File: config.mk
export PLATFORM = sky130hd
export DESIGN_NAME = sss_supervisor
export DESIGN_NICKNAME = d
export VERILOG_FILES = /design/src/common/sss_pkg.sv /design/src/rtl/sss_sync.sv /design/src/rtl/sss_supervisor.sv
export SDC_FILE = /design/constraint.sdc
export NUM_CORES = 1
export LEC_CHECK = 0
export BUFFER_PORTS_ARGS = -buffer_cell sky130_fd_sc_hd__buf_2
export CAP_MARGIN = 5
export CORE_AREA = 4 4 86 88
export CTS_CLUSTER_SIZE = 16
export DETAILED_ROUTE_END_ITERATION = 10
export DIE_AREA = 0 0 90 92
export PLACE_DENSITY = 0.91
export SLEW_MARGIN = 0
export SYNTH_ARGS = -nofsm -noshare
export SYNTH_HDL_FRONTEND = slang
export SYNTH_SLANG_ARGS = --single-unit
export TNS_END_PERCENT = 1
File: constraint.sdc
create_clock -name clk_sys_i -period 7.95 [get_ports clk_sys_i]
set_input_delay 2.385 -clock clk_sys_i [delete_from_list [all_inputs] [get_ports clk_sys_i]]
set_output_delay 2.385 -clock clk_sys_i [all_outputs]
set_load 0.02 [all_outputs]
File: src/common/sss_pkg.sv
package sss_pkg;
   // Clock rate of the sequencer.
   localparam int unsigned CLK_HZ = 10_000_000;

   // External timebase counts, in timebase clocks.
   localparam logic [15:0] EXT_FIRST_CLKS = 16'h5000;
   localparam logic [15:0] EXT_NORMAL_CLKS = 16'h1400;
   localparam logic [15:0] EXT_RESET_CLKS = 16'h0281;

   // Internal timebase times in microseconds.
   localparam longint unsigned WD_LONG_US = 64'd2_700_000;
   localparam longint unsigned WD_SHORT_US = 64'd170_000;
   localparam longint unsigned RST_PULSE_US = 64'd85_000;
   localparam longint unsigned PU_RESET_US = 64'd100_000;
   localparam longint unsigned CE_HOLD_US = 64'd5;
   localparam longint unsigned CF_DELAY_US = 64'd7;

   // Derived cycle counts: holds and delays round down.
   localparam longint unsigned WD_LONG_CYC = WD_LONG_US * CLK_HZ / 1_000_000;
   localparam longint unsigned WD_SHORT_CYC = WD_SHORT_US * CLK_HZ / 1_000_000;
   localparam longint unsigned RST_PULSE_CYC = RST_PULSE_US * CLK_HZ / 1_000_000;
   localparam longint unsigned PU_RESET_CYC = PU_RESET_US * CLK_HZ / 1_000_000;
   localparam logic [7:0] CE_HOLD_CYC = 8'(CE_HOLD_US * CLK_HZ / 1_000_000);
   localparam logic [7:0] CF_DELAY_CYC = 8'(CF_DELAY_US * CLK_HZ / 1_000_000);

   // Asynchronous supply comparator flags.
   typedef struct packed {
      logic below_reset_trip;
      logic below_sense_trip;
      logic below_battery;
      logic battery_present;
   } sss_supply_t;

   typedef enum logic [1:0] {
      SSS_PASS   = 2'b00,
      SSS_HOLD   = 2'b01,
      SSS_DELAY  = 2'b10,
      SSS_PROT   = 2'b11
   } sss_ce_state_t;
endpackage

File: src/rtl/sss_sync.sv
`timescale 1ns/1ps
module sss_sync #(
   parameter int unsigned WIDTH = 1
) (
   // Clock and reset.
   input  wire logic             clk_sys_i,
   input  wire logic             sys_rst_i,
   // Asynchronous in, synchronised out.
   input  wire logic [WIDTH-1:0] async_i,
   output logic      [WIDTH-1:0] sync_o
);
   logic [WIDTH-1:0] stage1;
   logic [WIDTH-1:0] stage2;

   always_ff @(posedge clk_sys_i) begin
      if (sys_rst_i) begin
         stage1 <= '0;
         stage2 <= '0;
      end else begin
         stage1 <= async_i;
         stage2 <= stage1;
      end
   end

   assign sync_o = stage2;
endmodule // sss_sync

File: src/rtl/sss_supervisor.sv
`timescale 1ns/1ps
// Functional notes
// - External clock with select low: first watchdog period 20480 clocks, later 5120, reset pulse 641.
// - Select high uses the internal timebase: 2.7 s periods, 85 ms reset, 170 ms later periods if input low.
// - With good supply the SRAM enable output follows the enable input.
// - An enable active at supply failure is frozen until it returns high or the hold limit expires.
// - An enable inactive at supply failure is forced inactive within a bounded delay and kept so.
// - Write protection starts when supply drops below the reset trip, together with reset.
// - After battery attach the switched SRAM supply stays off until main supply has been seen once.
// - Once main supply was applied the seal stays broken until the battery is removed and reattached.
// - On power-down the supply switch flag rises when supply decays to battery voltage.
// - On power-up the supply switch flag falls as soon as supply exceeds battery voltage.
// - Power-down raises the interrupt first at the sense trip, then both resets at the reset trip.
// - On power-up reset is held for the full power-up reset time regardless of the interrupt.
// - After power-up a new sense trip raises the interrupt and a missing kick causes a watchdog reset.
// - A falling kick edge restarts the watchdog and an open kick input disables it.
module sss_supervisor #(
   parameter longint unsigned WD_LONG   = sss_pkg::WD_LONG_CYC,
   parameter longint unsigned WD_SHORT  = sss_pkg::WD_SHORT_CYC,
   parameter longint unsigned RST_PULSE = sss_pkg::RST_PULSE_CYC,
   parameter longint unsigned PU_RESET  = sss_pkg::PU_RESET_CYC
) (
   // Clock and reset.
   input  wire logic              clk_sys_i,
   input  wire logic              sys_rst_i,
   // Supply comparator flags, asynchronous.
   input  wire sss_pkg::sss_supply_t supply_i,
   // Timebase straps and external clock.
   input  wire logic              timebase_input_i,
   input  wire logic              timebase_select_i,
   // Processor side.
   input  wire logic              watchdog_kick_n_i,
   input  wire logic              watchdog_kick_open_i,
   output logic                   reset_o,
   output logic                   reset_n_o,
   output logic                   interrupt_n_o,
   output logic                   watchdog_timeout_flag_n_o,
   output logic                   reset_trip_level_n_o,
   // SRAM side.
   input  wire logic              sram_enable_in_n_i,
   output logic                   sram_enable_out_n_o,
   output logic                   switched_sram_supply_o,
   output logic                   supply_switch_flag_o
);
   localparam int unsigned NSYNC = 8;
   logic [NSYNC-1:0] raw;
   logic [NSYNC-1:0] syn;
   logic below_rst, below_sense, below_bat, bat_ok, tb_in, tb_sel, kick_n, kick_open;
   logic ce_in_n;

   assign raw = {supply_i, timebase_input_i, timebase_select_i, watchdog_kick_n_i, watchdog_kick_open_i};

   sss_sync #(.WIDTH(NSYNC)) u_sync (
      .clk_sys_i (clk_sys_i),
      .sys_rst_i (sys_rst_i),
      .async_i   (raw),
      .sync_o    (syn)
   );

   assign {below_rst, below_sense, below_bat, bat_ok} = syn[7:4];
   assign {tb_in, tb_sel, kick_n, kick_open} = syn[3:0];
   // The enable input is a bus signal on this clock, so it is not delayed.
   assign ce_in_n = sram_enable_in_n_i;

   // Timebase edge, kick edge and timebase mode.
   logic tb_prev, kick_prev;
   logic tb_tick, kick_fall, ext_mode;
   assign ext_mode = !tb_sel;
   assign tb_tick = ext_mode ? (tb_in && !tb_prev) : 1'b1;
   assign kick_fall = kick_prev && !kick_n && !kick_open;

   // Reset and watchdog state.
   logic [31:0] cnt, next_cnt;
   logic        in_reset, next_in_reset;
   logic        first_per, next_first_per;
   logic        wd_flag, next_wd_flag;
   logic        pu_phase, next_pu_phase;
   logic [31:0] period_len, pulse_len;

   always_comb begin
      if (ext_mode) begin
         period_len = first_per ? 32'(sss_pkg::EXT_FIRST_CLKS) : 32'(sss_pkg::EXT_NORMAL_CLKS);
         pulse_len = 32'(sss_pkg::EXT_RESET_CLKS);
      end else begin
         period_len = (!first_per && !tb_in) ? 32'(WD_SHORT) : 32'(WD_LONG);
         pulse_len = 32'(RST_PULSE);
      end
   end

   always_comb begin
      next_cnt = cnt;
      next_in_reset = in_reset;
      next_first_per = first_per;
      next_wd_flag = wd_flag;
      next_pu_phase = pu_phase;
      if (below_rst) begin
         next_in_reset = 1'b1;
         next_pu_phase = 1'b1;
         next_wd_flag = 1'b1;
         next_first_per = 1'b1;
         next_cnt = '0;
      end else if (in_reset) begin
         // Power-up reset counts system cycles; watchdog reset counts timebase ticks.
         if (pu_phase) begin
            next_cnt = cnt + 32'h1;
            if (cnt + 32'h1 >= 32'(PU_RESET)) begin
               next_in_reset = 1'b0;
               next_pu_phase = 1'b0;
               next_cnt = '0;
            end
         end else if (tb_tick) begin
            next_cnt = cnt + 32'h1;
            if (cnt + 32'h1 >= pulse_len) begin
               next_in_reset = 1'b0;
               next_cnt = '0;
            end
         end
      end else if (kick_open) begin
         next_cnt = '0;
         next_wd_flag = 1'b0;
      end else if (tb_tick && (cnt + 32'h1 >= period_len)) begin
         // A kick that lands on the expiring tick is too late, so the timeout wins.
         next_in_reset = 1'b1;
         next_wd_flag = 1'b1;
         next_first_per = 1'b0;
         next_cnt = '0;
      end else if (kick_fall) begin
         next_cnt = '0;
         next_wd_flag = 1'b0;
         next_first_per = 1'b0;
      end else if (tb_tick) begin
         next_cnt = cnt + 32'h1;
      end
   end

   // SRAM enable gating.
   sss_pkg::sss_ce_state_t ce_st, next_ce_st;
   logic [7:0] ce_cnt, next_ce_cnt;
   logic       ce_out_n, next_ce_out_n;

   always_comb begin
      next_ce_st = ce_st;
      next_ce_cnt = ce_cnt;
      next_ce_out_n = ce_out_n;
      unique case (ce_st)
         sss_pkg::SSS_PASS: begin
            next_ce_out_n = ce_in_n;
            if (below_rst) begin
               next_ce_cnt = '0;
               if (!ce_out_n) begin
                  next_ce_st = sss_pkg::SSS_HOLD;
                  next_ce_out_n = 1'b0;
               end else begin
                  next_ce_st = sss_pkg::SSS_DELAY;
                  next_ce_out_n = 1'b1;
               end
            end
         end
         sss_pkg::SSS_HOLD: begin
            next_ce_cnt = ce_cnt + 8'h01;
            if (ce_in_n || (ce_cnt + 8'h01 >= sss_pkg::CE_HOLD_CYC)) begin
               next_ce_st = sss_pkg::SSS_PROT;
               next_ce_out_n = 1'b1;
            end
         end
         sss_pkg::SSS_DELAY: begin
            next_ce_out_n = 1'b1;
            next_ce_cnt = ce_cnt + 8'h01;
            if (ce_cnt + 8'h01 >= sss_pkg::CF_DELAY_CYC) begin
               next_ce_st = sss_pkg::SSS_PROT;
            end
         end
         sss_pkg::SSS_PROT: begin
            next_ce_out_n = 1'b1;
            if (!below_rst) begin
               next_ce_st = sss_pkg::SSS_PASS;
            end
         end
      endcase
   end

   // Freshness seal and interrupt.
   logic sealed, next_sealed;
   logic irq, next_irq;

   always_comb begin
      next_sealed = sealed;
      if (!bat_ok) begin
         next_sealed = 1'b1;
      end else if (!below_bat) begin
         next_sealed = 1'b0;
      end
      // Sense trips are masked while the supply is below the reset trip.
      next_irq = below_sense && !below_rst;
      if (below_sense && irq) begin
         next_irq = 1'b1;
      end
   end

   always_ff @(posedge clk_sys_i) begin
      if (sys_rst_i) begin
         tb_prev <= 1'b0;
         // Matches the synchroniser's reset value, so no false edge follows reset.
         kick_prev <= 1'b0;
         cnt <= '0;
         in_reset <= 1'b1;
         first_per <= 1'b1;
         wd_flag <= 1'b1;
         pu_phase <= 1'b1;
         ce_st <= sss_pkg::SSS_PROT;
         ce_cnt <= '0;
         ce_out_n <= 1'b1;
         sealed <= 1'b1;
         irq <= 1'b0;
      end else begin
         tb_prev <= tb_in;
         kick_prev <= kick_n;
         cnt <= next_cnt;
         in_reset <= next_in_reset;
         first_per <= next_first_per;
         wd_flag <= next_wd_flag;
         pu_phase <= next_pu_phase;
         ce_st <= next_ce_st;
         ce_cnt <= next_ce_cnt;
         ce_out_n <= next_ce_out_n;
         sealed <= next_sealed;
         irq <= next_irq;
      end
   end

   always_ff @(posedge clk_sys_i) begin
      if (sys_rst_i) begin
         reset_o <= 1'b1;
         reset_n_o <= 1'b0;
         reset_trip_level_n_o <= 1'b0;
         supply_switch_flag_o <= 1'b1;
         switched_sram_supply_o <= 1'b0;
      end else begin
         reset_o <= next_in_reset;
         reset_n_o <= !next_in_reset;
         reset_trip_level_n_o <= !below_rst;
         supply_switch_flag_o <= below_bat;
         switched_sram_supply_o <= bat_ok && !next_sealed;
      end
   end

   assign interrupt_n_o = !irq;
   assign watchdog_timeout_flag_n_o = !wd_flag;
   assign sram_enable_out_n_o = ce_out_n;
endmodule // sss_supervisor

; Word-level counts from Yosys, hierarchy flattened
; Index checks and enable logic that the tools add are counted.
[classes]
addsub = 2
magnitude_cmp = 5
eq_ne = 8
mux = 42
bitwise = 2
n_reduce_logical = 32
[ops]
columns = op, count
row1 = 32-bit two-way mux, 9
row2 = 32-bit greater-or-equal comparator, 2
row3 = 25-bit two-way mux, 2
row4 = 32-bit by 1-bit adder with 32-bit output (second input constant), 1
row5 = 32-bit by 20-bit greater-or-equal comparator with 1-bit output (second input constant), 1
row6 = 1-bit two-way mux, 20
row7 = 20-bit two-way mux, 1
row8 = 8-bit case mux with 2 select lines, 1
row9 = 15-bit two-way mux, 1
row10 = 1-bit logical NOT, 10
row11 = 2-bit two-way mux, 5
row12 = 8-bit by 1-bit adder with 8-bit output (second input constant), 1
row13 = 8-bit by 6-bit greater-or-equal comparator with 1-bit output (second input constant), 1
row14 = 8-bit by 7-bit greater-or-equal comparator with 1-bit output (second input constant), 1
row15 = 1-bit logical AND, 8
row16 = 8-bit two-way mux, 1
row17 = 2-bit case mux with 4 select lines, 1
row18 = 2-bit != test (second input constant), 3
row19 = 2-bit AND reduction, 3
row20 = 2-bit OR reduction, 3
row21 = 5-bit nonzero test, 1
row22 = 2-bit equality test (second input constant), 2
row23 = 4-bit AND reduction, 1
row24 = 2-bit nonzero test, 2
row25 = other kinds (9), 10
[totals]
register_bits = 71
input_bits = 11
out_inout_bits = 8
wordCells = 109

; Depth between registers and ports, before layout
[depth]
ltp_word = 11
mapped_depth = 18
depth_no_buf = 15

; Cells and area by module
; From an unflattened synthesis, not the netlist that was laid out.
[hier_totals]
hier_cells = 536
area_unflattened_um2 = 4450.5
[modules_own_cells]
columns = mod, instances, cells_each, area_each_um2
row1 = sss_supervisor, 1, 503, 3986.3
row2 = sss_sync, 1, 33, 464.2

; Worst setup path after synthesis
; No wires, ideal clock.
[synth_path]
kind = register -> register
from = register cnt[0]
to = register cnt[12]
setup_time_ns = 0.115
t_arrival_ns = 3.936
setup_slack_ns = 3.899
path_stages_with_launch = 18
period_less_slack_ns = 4.051
cell_sequence = dfxtp_1 -> ha_1 -> nand3_2 -> or4_4 -> buf_6 -> nor2_1 -> xor2_1 -> ha_1 -> and3_1 -> nand4_1 -> or3b_2 -> nor4_1 -> nor3_1 -> and3_1 -> clkbuf_1 -> o31ai_4 -> buf_6 -> nor2_1
[synth_via]
elab_chain_cells = 6
word_cells_on_any_way = 16
cone_classes = add/sub (1) / order compare (3) / mux (9) / reduce/logical (3)
[synth_lines]
columns = element, line
row1 = start: declaration, sss_supervisor.sv:73  ; logic [31:0] cnt, next_cnt;
row2 = start signal: assignment, sss_supervisor.sv:218  ; cnt <= next_cnt;
row3 = 32-bit by 1-bit adder with 32-bit output (*), -
row4 = 32-bit greater-or-equal comparator (tied with other cells), sss_supervisor.sv:113  ; if (cnt + 32'h1 >= pulse_len) begin
row5 = 32-bit two-way mux (tied with other cells), sss_supervisor.sv:113
row6 = 32-bit two-way mux (on tied branches), "sss_supervisor.sv:111, sss_supervisor.sv:121"
row7 = 32-bit two-way mux (on tied branches), "sss_supervisor.sv:104, sss_supervisor.sv:118"
row8 = 32-bit two-way mux, sss_supervisor.sv:102  ; end else if (in_reset) begin
; Mark *: on every way between the ends. The rest lies on a longest branch, timed or not. The select of a mux whose other input is x is not followed.
; A chain may end at the register's enable or synchronous reset.

; Worst setup path in the final report
[layout_path]
from = register cnt[0]
to = register cnt[6]
; The elaborated chain is that of the path after synthesis.

==> results.md <==
- Core area: between 6000 and 7000 um2
- Design Area, Final: between 4000 and 5000 um2
- # DRC: 0
- Placed Area: 4385 um2
- Worst-path fanout max: 18
- Buf+Inv Stages, Crit Path: 0
- Resize count post-CTS: 0
- Fmax: between 0.2 and 0.25 GHz
- Share of cells above drive strength 1: 8.955%
- Peak VDD IR: 0.2520 mV
- Placed Cells: 600
- Max_slew headroom: 34.56%
- Worst Skew: about 0.016 ns
- Final Hold Viols: 0
- Tcrit/Tclk final: 57.07%
- Worst slew pin tran: approximately 0.98 ns
- LEAKAGE: roughly 1.9 nW
- Synth-to-layout area growth: 6.676%
- Unrepaired setup endpoints after global routing: no
- Hold Startpoint: u_sync.sync_o[6]
- Pre-CTS setup slack: 3.431 ns
- First-pass GRT wire length: between 15,000 and 20,000 um
- Vias: 3,807
- Final Core Density: 69.21%
- Endpoints failing setup: 0
- Die ar.: 8280 um2
- Max-cap viol count: 0
- Cell class contributing the biggest share of worst-path delay: simple AND/OR/NAND/NOR gates
- # IOs: 19
- Final RePlAce weighted congestion: 0.9154
- TNS Setup: 0 ns
- CTS max path bufs: 2
- Dpl hpwl: slightly below 7000 um
- Required time worst endpoint: just over 8 ns
- Initial antenna violation count: 0
- Post-CTS Setup Repair Bufs: 0
- Mean area per synthesized cell: ~8 um2
- Fin crit period: about 4.5 ns
- GRT Total Usage: 23.68%
- Die Wd: ~90 um
- Reg2Reg Capture Point: cnt[6]
- Initial DRC count: 273
- Async set-reset flop share out of synthesis: 0%
- Row cnt: 30
- Worst hold endpoint: irq
- Die height: 92 um
- PD cells: 180.4 nW/um2
- Slowest cell delay on critical path: approximately 0.66 ns
- Syn nets: approximately 570
- Sequential share of the synthesized area: 32.98%
- Post-DRT Antenna Nets: 0
- Final #Nets: 573
- Vias in the first global route: 3,675
- DR pass1 iterations: 4
- Worst path slowest cell: or4_4
- CTS tree: done
- CTS Root Cell: clkbuf_8
- CP endpoint kind: flip-flop
- TritonCTS buffer count: 9
- Yosys warnings: 0
- CP Class: reg2reg
- R2R Path Start: cnt[0]
- Most used DFF post-synth: dfxtp_1
- Hold Path Stages: 2
- Crit path depth: 14
- WL final: 9552 um
- Starting Density: 64.88%
- Port Buf Inserts: 18
- CTS Sinks: 71
- H-tree lvl count: 3
- Number of synthesized flops with an enable pin: 0
- Post-Syn Instances: 527
- CP Data Arrival Time: roughly 4.7 ns
- R2R depth: 14
- Clock latency on the worst-skew pair: between 0.3 and 0.4 ns
- Status: completed
- Slew Limit Fails: 0
- Hold buffer count at cts: 0
- Yosys cell types: 62
- Mapped Area: 4310 um2
- Cells along the critical path: ha_1, nand3_2, or4_4, nor2_1, xor2_1, ha_1, and3_1, nand4_1, or3b_2, nor4_1, nor3_1, and3_1, o31ai_4, nor2_1
- FF-to-FF setup slack: 3.41 ns
- Worst min path class: reg2reg
- Drt wl/cell: approximately 16 um
- Vias per inst: 6.180
- GRT overflow: 0
- Final worst slack: 3.413 ns
- Largest net degree at the start of global routing: 34
- Clk slew on worst S/H paths: ~0.070 ns
- Seq cells post-synth: 71
- Critical Path Start Type: flip-flop
- Final cell count without fillers: 616
- ANT cells: 0
==> area by class of cell <==
type / instances / area [um2]
clock buffers: 10 / 127.6
clock inverters: 6 / 85.08
fillers: 499 / 2046
inverters: 21 / 78.83
multi-input cells: 410 / 2695
flip-flops and latches: 71 / 1421
well taps: 80 / 100.1
repair buffers: 18 / 90.09
==> worst min-delay path, stage by stage, from the launching register on <==
cell      delay (ns)
dfxtp_1         0.31
inv_1           0.05
a211oi_1        0.04
==> where the power goes <==
group / internal (mW) / switching (mW) / leakage, nW / total, mW
combinational: 0.0487 / 0.0839 / 1.18 / 0.133
sequential: 0.372 / 0.0176 / 0.578 / 0.389
clock: 0.175 / 0.132 / 0.102 / 0.308
total: 0.596 / 0.234 / 1.86 / 0.829
==> cells by family after synthesis <==
logic type	count (synthesis)	synth area share [%]
multiplexers	3	0.7257
buffers and inverters	46	4.499
adder cells (fa/ha/maj)	31	8.999
flip-flops	71	32.98
XOR/XNOR	47	9.550
AND/OR/NAND/NOR	244	30.01
AO/OA/AOI/OAI	85	13.24
==> sequential cells by signal (all words and copies together) (netlist names) <==
| signal | flops |
|---|---|
| reset_n_o | 1 |
| wd_flag | 1 |
| cnt | 32 |
| ce_cnt | 8 |
| supply_switch_flag_o | 1 |
| switched_sram_supply_o | 1 |
| irq | 1 |
| sealed | 1 |
| reset_o | 1 |
| pu_phase | 1 |
| first_per | 1 |
| kick_prev | 1 |
| sram_enable_out_n_o | 1 |
| reset_trip_level_n_o | 1 |
| tb_prev | 1 |
| u_sync.sync_o | 8 |
| u_sync.stage1 | 8 |
| ce_st | 2 |
==> synthesized netlist by cell type (all sizes together), types with 4 or more instances <==
| master | instances | area, um2 |
|---|---|---|
| clkbuf | 15 | 56.30 |
| ha | 31 | 387.9 |
| xnor2 | 22 | 192.7 |
| nand4 | 18 | 112.6 |
| o211ai | 4 | 30.03 |
| inv | 21 | 78.83 |
| or2 | 4 | 25.02 |
| nor3 | 17 | 85.08 |
| buf | 10 | 58.80 |
| and4 | 4 | 35.03 |
| xor2 | 25 | 219.0 |
| and3 | 18 | 112.6 |
| or3 | 7 | 43.79 |
| nand2 | 35 | 131.4 |
| nor4 | 7 | 65.06 |
| or4 | 5 | 41.29 |
| nor2 | 64 | 242.7 |
| o21ai | 24 | 120.1 |
| nor2b | 25 | 156.4 |
| a21oi | 22 | 110.1 |
| nand3 | 28 | 150.1 |
| dfxtp | 71 | 1421 |
==> how the worst max path moves through the flow <==
stage	startpoint	endpoint	slack (ns)
2_1_floorplan	cnt[0]	cnt[12]	3.90
3_3_place_gp	cnt[0]	cnt[3]	3.64
3_5_place_dp	cnt[0]	cnt[15]	3.43
4_1_cts	cnt[0]	cnt[6]	3.42
5_1_grt	cnt[0]	cnt[6]	3.06
6_report	cnt[0]	cnt[6]	3.41
==> stage by stage <==
step	power (mW)	hold slack, ns
floorplan	0.4918	0.3949
global placement	0.5157	0.4021
detailed placement	0.5245	0.4200
CTS	0.8323	0.4394
global route	0.8707	0.4548
finish	0.8295	0.4396
==> metal layers <==
layer	vias up	wire length, um	track usage [%]	share of wire [%]
met4	0	302	12.24	3.2
met3	30	507	5.004	5.3
li1	1882	-	-	-
met1	1776	4104	27.86	43
met5	-	0	0	0
met2	119	4638	40.63	49
==> cell usage in the layout (no fill, tap or decap), types with 5 or more instances in the layout <==
master,n
dfxtp_1,71
nor2b_1,25
nand2_1,35
and3_1,18
xor2_1,25
buf_2,18
nand3_1,26
nor4_1,5
ha_1,31
a21oi_1,22
nand4_1,18
nor2_1,63
xnor2_1,22
nor3_1,17
o21ai_0,22
inv_1,21
clkbuf_8,9
or3_1,7
(Power assumes the default switching activity.)
